## config.mk

```make
export PLATFORM = sky130hd
export DESIGN_NAME = srnv_top
export DESIGN_NICKNAME = d
export VERILOG_FILES = /design/src/srnv_pkg.sv /design/src/srnv_flags.sv /design/src/srnv_prio.sv /design/src/srnv_top.sv
export SDC_FILE = /design/constraint.sdc
export NUM_CORES = 1
export LEC_CHECK = 0
export CORE_ASPECT_RATIO = 1.75
export CORE_MARGIN = 3
export CORE_UTILIZATION = 53
export CTS_BUF_LIST = sky130_fd_sc_hd__clkbuf_8
export DETAILED_ROUTE_END_ITERATION = 8
export DONT_BUFFER_PORTS = 1
export PLACE_DENSITY = 0.64
export SLEW_MARGIN = 20
export SYNTH_ARGS = -nofsm -noshare
export SYNTH_HDL_FRONTEND = slang
export SYNTH_SLANG_ARGS = --single-unit
export TNS_END_PERCENT = 10
```

## constraint.sdc

```tcl
create_clock -name I_MCLK -period 2.8 [get_ports I_MCLK]
set_clock_uncertainty 0.05 [all_clocks]
set_input_delay 0.14 -clock I_MCLK [delete_from_list [all_inputs] [get_ports I_MCLK]]
set_output_delay 0.14 -clock I_MCLK [all_outputs]
set_load 0.05 [all_outputs]
```

## src/srnv_pkg.sv

```systemverilog
/*
 * constants, codes and event carriers of the reset and nmi vector generator
 * assumes a 32-bit apb slave with a 12-bit byte address on the main clock
 */
package srnv_pkg;

    // ------------------------------------------------------------------
    // register indices; byte address is four times the index
    // ------------------------------------------------------------------
    localparam int         APB_AW          = 12;
    localparam int         IDX_W           = 10;
    localparam logic [9:0] IDX_USER_NMI    = 10'h15A;
    localparam logic [9:0] IDX_SYS_NMI     = 10'h15C;
    localparam logic [9:0] IDX_RST_CAUSE   = 10'h15E;
    localparam logic [9:0] IDX_MBX_IN      = 10'h160;
    localparam logic [9:0] IDX_MBX_OUT     = 10'h162;
    localparam logic [9:0] IDX_MBX_STAT    = 10'h164;

    // ------------------------------------------------------------------
    // field positions and reset values
    // ------------------------------------------------------------------
    localparam int          MBX_W          = 16;
    localparam int          VEC_W          = 16;
    localparam int          STAT_IN_FULL   = 0;
    localparam int          STAT_OUT_FULL  = 1;
    localparam logic [31:0] REG_RESET      = 32'h0000_0000;
    localparam logic [15:0] MBX_RESET      = 16'h0000;

    // ------------------------------------------------------------------
    // vector codes, lower code wins
    // ------------------------------------------------------------------
    localparam logic [7:0] VEC_NONE        = 8'h00;
    localparam logic [7:0] RC_BROWNOUT     = 8'h02;
    localparam logic [7:0] RC_RST_PIN      = 8'h04;
    localparam logic [7:0] RC_SW_BOR       = 8'h06;
    localparam logic [7:0] RC_LPM_WAKE     = 8'h08;
    localparam logic [7:0] RC_SECURITY     = 8'h0A;
    localparam logic [7:0] RC_SVSH         = 8'h0E;
    localparam logic [7:0] RC_SW_POR       = 8'h14;
    localparam logic [7:0] RC_WDT_EXPIRY   = 8'h16;
    localparam logic [7:0] RC_WDT_PASSWD   = 8'h18;
    localparam logic [7:0] RC_NVM_PASSWD   = 8'h1A;
    localparam logic [7:0] RC_NVM_UNCORR   = 8'h1C;
    localparam logic [7:0] RC_PERIPH_FETCH = 8'h1E;
    localparam logic [7:0] RC_PMM_PASSWD   = 8'h20;
    localparam logic [7:0] RC_FLL_UNLOCK   = 8'h24;
    localparam logic [7:0] SN_SVS_LP_ENTRY = 8'h02;
    localparam logic [7:0] SN_NVM_UNCORR   = 8'h04;
    localparam logic [7:0] SN_VACANT       = 8'h12;
    localparam logic [7:0] SN_MBX_IN       = 8'h14;
    localparam logic [7:0] SN_MBX_OUT      = 8'h16;
    localparam logic [7:0] SN_NVM_CORR     = 8'h18;
    localparam logic [7:0] UN_NMI_SVSH     = 8'h02;
    localparam logic [7:0] UN_OSC_FAULT    = 8'h04;

    // slot counts: slot k carries code 2*(k+1)
    localparam int RC_SLOTS = 18;
    localparam int SN_SLOTS = 12;
    localparam int UN_SLOTS = 2;

    // ------------------------------------------------------------------
    // event carriers, each bit a one-cycle pulse
    // ------------------------------------------------------------------
    typedef struct packed {
        logic brownout;
        logic reset_pin_flag;
        logic software_brownout_request;
        logic lpm_wake;
        logic security;
        logic high_supply_supervisor_flag;
        logic software_poweron_request;
        logic watchdog_expiry_flag;
        logic watchdog_password;
        logic nvm_controller_password;
        logic periph_fetch;
        logic power_mgmt_password;
        logic frequency_lock_loop_unlock;
    } srnv_rst_evt_s;

    typedef struct packed {
        logic svs_lp_entry;
        logic nvm_uncorrectable;
        logic vacant_access_flag;
        logic nvm_correctable;
    } srnv_snmi_evt_s;

    // slot index of a vector code
    function automatic int slot(input logic [7:0] code);
        return int'(code[7:1]) - 1;
    endfunction : slot

endpackage : srnv_pkg

```

## src/srnv_flags.sv

```systemverilog
/*
 * bank of sticky event flags, one per slot
 * assumes set and clear pulses on the main clock
 */
`timescale 1ns/100ps
module srnv_flags #(
    parameter int N = 4
) (
    input  wire logic         i_clk,
    input  wire logic         i_rst_b,
    input  wire logic [N-1:0] i_set,
    input  wire logic [N-1:0] i_clr,
    output logic      [N-1:0] o_flag
);

    // ------------------------------------------------------------------
    // flags
    // ------------------------------------------------------------------
    genvar k;
    generate
        for (k = 0; k < N; k++) begin : g_flag
            // a set in the clearing cycle wins so no event is lost
            always_ff @(posedge i_clk or negedge i_rst_b) begin
                if (!i_rst_b) begin
                    o_flag[k] <= 1'b0;
                end else if (i_set[k]) begin
                    o_flag[k] <= 1'b1;
                end else if (i_clr[k]) begin
                    o_flag[k] <= 1'b0;
                end
            end
        end
    endgenerate

endmodule : srnv_flags

```

## src/srnv_prio.sv

```systemverilog
/*
 * priority encoder: lowest pending slot gives code 2*(slot+1), none gives 0
 * assumes pending flags from a srnv_flags bank
 */
`timescale 1ns/100ps
module srnv_prio #(
    parameter int N = 4
) (
    input  wire logic [N-1:0] i_pending,
    output logic      [N-1:0] o_onehot,
    output logic      [7:0]   o_code
);

    // ------------------------------------------------------------------
    // winner selection
    // ------------------------------------------------------------------
    genvar k;
    generate
        for (k = 0; k < N; k++) begin : g_win
            if (k == 0) begin : g_first
                assign o_onehot[k] = i_pending[k];
            end else begin : g_rest
                assign o_onehot[k] = i_pending[k] & ~(|i_pending[k-1:0]);
            end
        end
    endgenerate

    // code of the one-hot winner, zero when idle
    always_comb begin
        o_code = srnv_pkg::VEC_NONE;
        for (int i = 0; i < N; i++) begin
            if (o_onehot[i]) begin
                o_code = o_code | 8'((i + 1) * 2);
            end
        end
    end

endmodule : srnv_prio

```

## src/srnv_top.sv

```systemverilog
/*
 * reset-cause, system nmi and user nmi vector generator with debug mailbox
 * assumes event pulses from logic on the main clock, an asynchronous nmi pin,
 * an apb3 master on the main clock and a debug port on the main clock
 */
`timescale 1ns/100ps

// How it works
// - reset-cause vector: lowest pending code, else zero
// - brownout 02h, reset pin 04h, soft brownout 06h
// - low-power wake 08h, security 0Ah, supervisor 0Eh
// - software power-on request reports 14h
// - watchdog expiry 16h, watchdog password 18h
// - memory controller password violation reports 1Ah
// - uncorrectable memory error: 1Ch and nmi 04h
// - peripheral area fetch reports 1Eh
// - power password 20h, lock loss 24h
// - system nmi vector, supervisor entry 02h
// - vacant memory access reports 12h
// - mailbox input arrival reports 14h
// - mailbox output ready reports 16h
// - correctable memory error reports 18h
// - user nmi: pin/supervisor 02h, oscillator 04h
// - two-way mailbox between debug and software
module srnv_top (
    input  wire logic                              I_MCLK,
    input  wire logic                              I_RST_B,
    input  wire logic                              I_PSEL,
    input  wire logic                              I_PENABLE,
    input  wire logic                              I_PWRITE,
    input  wire logic [srnv_pkg::APB_AW-1:0]       I_PADDR,
    input  wire logic [31:0]                       I_PWDATA,
    output logic      [31:0]                       O_PRDATA,
    output logic                                   O_PREADY,
    output logic                                   O_PSLVERR,
    input  wire srnv_pkg::srnv_rst_evt_s           I_RST_EVT,
    input  wire srnv_pkg::srnv_snmi_evt_s          I_SNMI_EVT,
    input  wire logic                              I_NMI_PIN,
    input  wire logic                              I_SVSH_EVT,
    input  wire logic                              I_OSC_FAULT,
    input  wire logic                              I_DBG_IN_WR,
    input  wire logic [srnv_pkg::MBX_W-1:0]        I_DBG_IN_DATA,
    input  wire logic                              I_DBG_OUT_RD,
    output logic      [srnv_pkg::MBX_W-1:0]        O_DBG_OUT_DATA,
    output logic                                   O_DBG_OUT_FULL,
    output logic                                   O_DBG_IN_FULL
);

    // ------------------------------------------------------------------
    // declarations
    // ------------------------------------------------------------------
    logic [srnv_pkg::RC_SLOTS-1:0] rc_set;
    logic [srnv_pkg::RC_SLOTS-1:0] rc_clr;
    logic [srnv_pkg::RC_SLOTS-1:0] rc_pend;
    logic [srnv_pkg::RC_SLOTS-1:0] rc_hot;
    logic [7:0]                    rc_code;
    logic [srnv_pkg::SN_SLOTS-1:0] sn_set;
    logic [srnv_pkg::SN_SLOTS-1:0] sn_clr;
    logic [srnv_pkg::SN_SLOTS-1:0] sn_pend;
    logic [srnv_pkg::SN_SLOTS-1:0] sn_hot;
    logic [7:0]                    sn_code;
    logic [srnv_pkg::UN_SLOTS-1:0] un_set;
    logic [srnv_pkg::UN_SLOTS-1:0] un_clr;
    logic [srnv_pkg::UN_SLOTS-1:0] un_pend;
    logic [srnv_pkg::UN_SLOTS-1:0] un_hot;
    logic [7:0]                    un_code;
    logic                          nmi_meta_r;
    logic                          nmi_sync_r;
    logic                          nmi_prev_r;
    logic                          nmi_rise;
    logic                          ready_r;
    logic                          acc_first;
    logic                          acc_done;
    logic [srnv_pkg::IDX_W-1:0]    idx;
    logic                          aligned;
    logic                          hit_un;
    logic                          hit_sn;
    logic                          hit_rc;
    logic                          hit_mi;
    logic                          hit_mo;
    logic                          hit_st;
    logic                          hit;
    logic                          rd_first;
    logic [31:0]                   rdata_nxt;
    logic [31:0]                   rdata_r;
    logic                          slverr_r;
    logic [srnv_pkg::MBX_W-1:0]    mbx_in_r;
    logic                          in_full_r;
    logic [srnv_pkg::MBX_W-1:0]    mbx_out_r;
    logic                          out_full_r;
    logic                          mbx_in_evt;
    logic                          mbx_out_evt;
    logic                          app_out_wr;
    logic                          app_in_rd;

    // ------------------------------------------------------------------
    // nmi pin synchroniser and rising edge
    // ------------------------------------------------------------------
    always_ff @(posedge I_MCLK or negedge I_RST_B) begin
        if (!I_RST_B) begin
            nmi_meta_r <= 1'b0;
            nmi_sync_r <= 1'b0;
            nmi_prev_r <= 1'b0;
        end else begin
            nmi_meta_r <= I_NMI_PIN;
            nmi_sync_r <= nmi_meta_r;
            nmi_prev_r <= nmi_sync_r;
        end
    end

    assign nmi_rise = nmi_sync_r & ~nmi_prev_r;

    // ------------------------------------------------------------------
    // event to slot mapping
    // ------------------------------------------------------------------
    always_comb begin
        rc_set = '0;
        rc_set[srnv_pkg::slot(srnv_pkg::RC_BROWNOUT)]     = I_RST_EVT.brownout;
        rc_set[srnv_pkg::slot(srnv_pkg::RC_RST_PIN)]      = I_RST_EVT.reset_pin_flag;
        rc_set[srnv_pkg::slot(srnv_pkg::RC_SW_BOR)]       = I_RST_EVT.software_brownout_request;
        rc_set[srnv_pkg::slot(srnv_pkg::RC_LPM_WAKE)]     = I_RST_EVT.lpm_wake;
        rc_set[srnv_pkg::slot(srnv_pkg::RC_SECURITY)]     = I_RST_EVT.security;
        rc_set[srnv_pkg::slot(srnv_pkg::RC_SVSH)]         = I_RST_EVT.high_supply_supervisor_flag;
        rc_set[srnv_pkg::slot(srnv_pkg::RC_SW_POR)]       = I_RST_EVT.software_poweron_request;
        rc_set[srnv_pkg::slot(srnv_pkg::RC_WDT_EXPIRY)]   = I_RST_EVT.watchdog_expiry_flag;
        rc_set[srnv_pkg::slot(srnv_pkg::RC_WDT_PASSWD)]   = I_RST_EVT.watchdog_password;
        rc_set[srnv_pkg::slot(srnv_pkg::RC_NVM_PASSWD)]   = I_RST_EVT.nvm_controller_password;
        rc_set[srnv_pkg::slot(srnv_pkg::RC_NVM_UNCORR)]   = I_SNMI_EVT.nvm_uncorrectable;
        rc_set[srnv_pkg::slot(srnv_pkg::RC_PERIPH_FETCH)] = I_RST_EVT.periph_fetch;
        rc_set[srnv_pkg::slot(srnv_pkg::RC_PMM_PASSWD)]   = I_RST_EVT.power_mgmt_password;
        rc_set[srnv_pkg::slot(srnv_pkg::RC_FLL_UNLOCK)]   = I_RST_EVT.frequency_lock_loop_unlock;
    end

    // reserved slots stay tied low so they never win
    always_comb begin
        sn_set = '0;
        sn_set[srnv_pkg::slot(srnv_pkg::SN_SVS_LP_ENTRY)] = I_SNMI_EVT.svs_lp_entry;
        sn_set[srnv_pkg::slot(srnv_pkg::SN_NVM_UNCORR)]   = I_SNMI_EVT.nvm_uncorrectable;
        sn_set[srnv_pkg::slot(srnv_pkg::SN_VACANT)]       = I_SNMI_EVT.vacant_access_flag;
        sn_set[srnv_pkg::slot(srnv_pkg::SN_MBX_IN)]       = mbx_in_evt;
        sn_set[srnv_pkg::slot(srnv_pkg::SN_MBX_OUT)]      = mbx_out_evt;
        sn_set[srnv_pkg::slot(srnv_pkg::SN_NVM_CORR)]     = I_SNMI_EVT.nvm_correctable;
    end

    always_comb begin
        un_set = '0;
        un_set[srnv_pkg::slot(srnv_pkg::UN_NMI_SVSH)]  = nmi_rise | I_SVSH_EVT;
        un_set[srnv_pkg::slot(srnv_pkg::UN_OSC_FAULT)] = I_OSC_FAULT;
    end

    // ------------------------------------------------------------------
    // pending flags and priority encoders
    // ------------------------------------------------------------------
    srnv_flags #(.N(srnv_pkg::RC_SLOTS)) u_rc_flags (
        .i_clk   (I_MCLK),
        .i_rst_b (I_RST_B),
        .i_set   (rc_set),
        .i_clr   (rc_clr),
        .o_flag  (rc_pend)
    );

    srnv_prio #(.N(srnv_pkg::RC_SLOTS)) u_rc_prio (
        .i_pending (rc_pend),
        .o_onehot  (rc_hot),
        .o_code    (rc_code)
    );

    srnv_flags #(.N(srnv_pkg::SN_SLOTS)) u_sn_flags (
        .i_clk   (I_MCLK),
        .i_rst_b (I_RST_B),
        .i_set   (sn_set),
        .i_clr   (sn_clr),
        .o_flag  (sn_pend)
    );

    srnv_prio #(.N(srnv_pkg::SN_SLOTS)) u_sn_prio (
        .i_pending (sn_pend),
        .o_onehot  (sn_hot),
        .o_code    (sn_code)
    );

    srnv_flags #(.N(srnv_pkg::UN_SLOTS)) u_un_flags (
        .i_clk   (I_MCLK),
        .i_rst_b (I_RST_B),
        .i_set   (un_set),
        .i_clr   (un_clr),
        .o_flag  (un_pend)
    );

    srnv_prio #(.N(srnv_pkg::UN_SLOTS)) u_un_prio (
        .i_pending (un_pend),
        .o_onehot  (un_hot),
        .o_code    (un_code)
    );

    // ------------------------------------------------------------------
    // apb phase tracking and address decode
    // ------------------------------------------------------------------
    assign acc_first = I_PSEL & I_PENABLE & ~ready_r;
    assign acc_done  = I_PSEL & I_PENABLE & ready_r;
    assign idx       = I_PADDR[srnv_pkg::APB_AW-1:2];
    assign aligned   = (I_PADDR[1:0] == 2'b00);
    assign hit_un    = aligned & (idx == srnv_pkg::IDX_USER_NMI);
    assign hit_sn    = aligned & (idx == srnv_pkg::IDX_SYS_NMI);
    assign hit_rc    = aligned & (idx == srnv_pkg::IDX_RST_CAUSE);
    assign hit_mi    = aligned & (idx == srnv_pkg::IDX_MBX_IN);
    assign hit_mo    = aligned & (idx == srnv_pkg::IDX_MBX_OUT);
    assign hit_st    = aligned & (idx == srnv_pkg::IDX_MBX_STAT);
    assign hit       = hit_un | hit_sn | hit_rc | hit_mi | hit_mo | hit_st;
    assign rd_first  = acc_first & ~I_PWRITE;

    // one wait state: ready rises in the second access cycle
    always_ff @(posedge I_MCLK or negedge I_RST_B) begin
        if (!I_RST_B) begin
            ready_r <= 1'b0;
        end else begin
            ready_r <= acc_first;
        end
    end

    // ------------------------------------------------------------------
    // read data and clear on read
    // ------------------------------------------------------------------
    always_comb begin
        rdata_nxt = srnv_pkg::REG_RESET;
        if (hit_rc) begin
            rdata_nxt[srnv_pkg::VEC_W-1:0] = {8'h00, rc_code};
        end else if (hit_sn) begin
            rdata_nxt[srnv_pkg::VEC_W-1:0] = {8'h00, sn_code};
        end else if (hit_un) begin
            rdata_nxt[srnv_pkg::VEC_W-1:0] = {8'h00, un_code};
        end else if (hit_mi) begin
            rdata_nxt[srnv_pkg::MBX_W-1:0] = mbx_in_r;
        end else if (hit_mo) begin
            rdata_nxt[srnv_pkg::MBX_W-1:0] = mbx_out_r;
        end else if (hit_st) begin
            rdata_nxt[srnv_pkg::STAT_IN_FULL]  = in_full_r;
            rdata_nxt[srnv_pkg::STAT_OUT_FULL] = out_full_r;
        end
    end

    // the flag that was reported is the one retired, in the same edge
    assign rc_clr = (rd_first & hit_rc) ? rc_hot : '0;
    assign sn_clr = (rd_first & hit_sn) ? sn_hot : '0;
    assign un_clr = (rd_first & hit_un) ? un_hot : '0;

    // answer registers: data held until the next access, error only beside ready
    always_ff @(posedge I_MCLK or negedge I_RST_B) begin
        if (!I_RST_B) begin
            rdata_r  <= srnv_pkg::REG_RESET;
            slverr_r <= 1'b0;
        end else begin
            slverr_r <= acc_first & ~hit;
            if (acc_first) begin
                rdata_r <= I_PWRITE ? srnv_pkg::REG_RESET : rdata_nxt;
            end
        end
    end

    assign O_PRDATA  = rdata_r;
    assign O_PREADY  = ready_r;
    assign O_PSLVERR = slverr_r;

    // ------------------------------------------------------------------
    // debug mailbox
    // ------------------------------------------------------------------
    // writes to the vector registers fall through with no effect
    assign app_out_wr  = acc_done & I_PWRITE & hit_mo & ~slverr_r;
    assign app_in_rd   = rd_first & hit_mi;
    assign mbx_in_evt  = I_DBG_IN_WR;
    assign mbx_out_evt = I_DBG_OUT_RD & out_full_r;

    // inbound word from the debug side
    always_ff @(posedge I_MCLK or negedge I_RST_B) begin
        if (!I_RST_B) begin
            mbx_in_r  <= srnv_pkg::MBX_RESET;
            in_full_r <= 1'b0;
        end else if (I_DBG_IN_WR) begin
            mbx_in_r  <= I_DBG_IN_DATA;
            in_full_r <= 1'b1;
        end else if (app_in_rd) begin
            in_full_r <= 1'b0;
        end
    end

    // outbound word from software; a write in the drain cycle wins
    always_ff @(posedge I_MCLK or negedge I_RST_B) begin
        if (!I_RST_B) begin
            mbx_out_r  <= srnv_pkg::MBX_RESET;
            out_full_r <= 1'b0;
        end else if (app_out_wr) begin
            mbx_out_r  <= I_PWDATA[srnv_pkg::MBX_W-1:0];
            out_full_r <= 1'b1;
        end else if (mbx_out_evt) begin
            out_full_r <= 1'b0;
        end
    end

    assign O_DBG_OUT_DATA = mbx_out_r;
    assign O_DBG_OUT_FULL = out_full_r;
    assign O_DBG_IN_FULL  = in_full_r;

endmodule : srnv_top

```

==> out/results.tsv <==
stage	metric	value	unit
cells_and_area	Final Cell Area	4561	um^2
yosys	synth unique cells	55	
clock_tree	H-tree Lvls	3	
sta	setup_tns	0	ps
critical_path	Setup Crit Path Kind	flip-flop to flip-flop	
cells_and_area	share of post-route cells with drive strength above 1	15.87	%
placement	dpl hpwl	6332	um
detailed_routing	DRC Markers	0	
cells_and_area	antenna cells	0	
placement	pre-CTS WS	525.4	ps
global_routing	largest net degree at the start of global routing	78	
sta	min cycle time layout	2500	ps
floorplan	die area	7967	um^2
clock_tree	CTS Buf Count	9	
run	max-capacitance violation count	0	
floorplan	Initial Util	55.48	%
critical_path	crit path max-delay cell type	or4bb_1	
yosys	Post-Synth Adder-Cell Area	0	%
floorplan	width of the die	68.77	um
sta	Final Hold Viols	0	
critical_path	CP cell instances	or4bb_1 -> nor4_1 -> nand3_1 -> a221o_1 -> dlygate4sd3_1	
placement	Area after DPL	3682	um^2
sta	fin crit share	89.30	%
clock_tree	deepest clock path buffer count	2	
critical_path	buffers plus inverters on the worst setup path	1	
min_path	worst min path class	primary input to flip-flop	
yosys	post-synthesis xor/xnor area fraction	0	%
floorplan	Die Height	115.9	um
sta	Final Setup Violations	0	
yosys	main combinational cell family by area after synthesis	simple AND/OR/NAND/NOR gates	
yosys	register area share after synthesis	52.72	%
clock_tree	Clock transition at path regs	80	ps
cells_and_area	fin nets	479	
sta	Slew HR	39.35	%
run_status	outcome	completed	
detailed_routing	drt total wl	9197	um
clock_tree	Root Driver	clkbuf_8	
cells_and_area	Core Util, Final	69.23	%
cells_and_area	Non-Filler Instances	479	
clock_tree	Clock Latency Late Sink	350	ps
detailed_routing	1st-iter DRT viols	144	
critical_path	Worst setup EP type	flip-flop	
detailed_routing	drt wl/cell	19.20	um
pwr	VDD IR-drop max	0.4395	mV
yosys	Post-Synthesis Cell Area	3655	um^2
sta	RSZ-0062 raised after global routing	false	
yosys	post-synthesis mux area share	11.06	%
critical_path	CP arrival	2690	ps
yosys	Synth Area in Compound Gates	14.48	%
global_routing	first-pass GRT wire length	14770	um
clock_tree	Post-CTS Setup Bufs	0	
placement	I/O Buffers	0	
detailed_routing	DR vias/cell	5.802	
critical_path	crit-path max FO	4	
sta	maximum clock frequency	399.9	MHz
yosys	Syn Area/Cell	11.32	um^2
critical_path	max incr delay on CP	590	ps
placement	placed insts	398	
pwr	PwrDens	493.3	nW/um^2
sta	Least-Margin Pin Slew	906.7	ps
clock_tree	Resized Gates After CTS	0	
global_routing	initial antenna violation count	0	
clock_tree	CTS tree	built	
critical_path	delay-heaviest family, CP	simple AND/OR/NAND/NOR gates	
clock_tree	clock tree sinks	77	
critical_path	startpoint types	flip-flop	
yosys	number of synthesized flops with an enable pin	0	
yosys	top_reg_cell synth	dfrtp_1	
yosys	Yosys warning count	0	
yosys	Synth Area in Simple Gates	15.10	%
detailed_routing	drt pass-1 iters	4	
pwr	Pleak	1.883	nW
floorplan	FP Rows	39	
cells_and_area	Layout area overhead	24.79	%
detailed_routing	Post-DRT Antenna Nets	0	
yosys	FFs w/ async S/R, synth	100.0	%
placement	RD Place Congestion	0.8120	
cells_and_area	most common cell after layout, fill and taps aside	dfrtp_1	
floorplan	io pins	139	
global_routing	GRT Overall Usage	25.48	%
yosys	Gate Count Post-Synth	323	
global_routing	gr ovfl total	0	
detailed_routing	via count	2779	
cells_and_area	# fillers	502	
sta	max-slew violations	0	
sta	Worst Slack Setup Final	299.5	ps
global_routing	vias in the first global route	2979	
yosys	Seq cells post-synth	77	
cells_and_area	commonest non-fill, non-tap cells in the layout	dfrtp_1 (77), dlygate4sd3_1 (64), nand2_1 (25), mux2_2 (23), o21ai_0 (22)	
floorplan	CORE AREA	6588	um^2
critical_path	Req. time, crit path	2990	ps
## logic make-up (layout without fill, tap and decap cells)
group,after synthesis,count (layout)
and+or+nand+nor,95,95
AOI/OAI and AO/OA,77,77
DFF,77,77
buffers and inverters,40,99
muxes,33,33
other,1,16
## area by class of cell
cell class	count	area (um^2)	area share [%]
flip-flops and latches	77	1927	42.25
clock inverters	4	45.04	0.9877
well taps	82	102.6	2.250
repair buffers	71	725.7	15.91
multi-input cells	221	1550	33.99
inverters	12	45.04	0.9877
clock buffers	12	165.2	3.621
## through the flow
| step | total power, mW | hold slack (ps) |
|---|---|---|
| after floorplan | 1.295 | -205.6 |
| after global placement | 1.284 | -203.0 |
| after detailed placement | 1.286 | -202.9 |
| after CTS | 2.262 | 0.6966 |
| after global routing | 2.338 | 18.61 |
| final | 2.250 | 35.91 |
## metal layers
layer  part of all wire, %  track usage (%)  up-vias
li1                      -                -     1275
met1                    35            26.01     1393
met2                    55            44.80       92
met3                   6.8            9.020       19
met4                   2.7            11.85        0
met5                     0                0        -
## power by group
group / switching, mW / leakage, nW / internal, mW
combinational: 0.116 / 0.855 / 0.0944
clock: 0.405 / 0.112 / 0.480
sequential: 0.0162 / 0.916 / 1.14
total: 0.537 / 1.88 / 1.71
## worst paths after layout
kind	depth (start not counted)	to	slack (ps)	start
setup / recovery	5	u_un_flags.o_flag[0]	300	O_PREADY
hold / removal	2	O_PRDATA[2]	40	I_PADDR[3]
setup reg to reg	5	u_un_flags.o_flag[0]	300	O_PREADY
hold reg to reg	0	nmi_sync_r	310	nmi_meta_r
max in group asynchronous	2	O_PRDATA[14]	2110	I_RST_B
min in group asynchronous	2	u_un_flags.o_flag[0]	280	I_RST_B
## registers in the layout, summed over array words and instances, names as in the netlist, 2 cells and up
register,count
O_PRDATA,16
O_DBG_OUT_DATA,16
mbx_in_r,16
u_rc_flags.o_flag,14
u_sn_flags.o_flag,6
u_un_flags.o_flag,2
## Yosys cell counts, types with 2 or more instances
master / instances / share of area, %
nand3_1: 7 / 0.96
a21oi_1: 5 / 0.68
and2_1: 6 / 1.0
o21bai_1: 4 / 0.82
o41ai_1: 2 / 0.48
a22oi_1: 12 / 2.5
a21o_1: 12 / 2.5
or4bb_1: 2 / 0.62
o21ai_0: 22 / 3.0
o31ai_1: 3 / 0.62
o211ai_1: 3 / 0.62
nor2_1: 11 / 1.1
nand2b_1: 8 / 1.4
mux2_4: 9 / 3.7
inv_1: 12 / 1.2
and3_1: 4 / 0.68
nor3b_1: 4 / 0.82
buf_2: 3 / 0.41
nand4_1: 3 / 0.51
dfrtp_1: 77 / 53
or2_2: 3 / 0.51
nor2b_1: 2 / 0.34
nor4_1: 3 / 0.51
buf_4: 16 / 3.3
mux2_2: 23 / 7.1
clkbuf_1: 6 / 0.62
nand3b_1: 2 / 0.41
nor4bb_1: 2 / 0.55
nor3_1: 6 / 0.82
nand2_1: 25 / 2.6
and4b_1: 2 / 0.55
## repair_timing
item / CTS / global route
endpoints found under the setup margin: 0 / 0
hold buffers: 64 / 1
endpoints found under the hold margin: 136 / 1
Power figures use the tool's default switching activity.
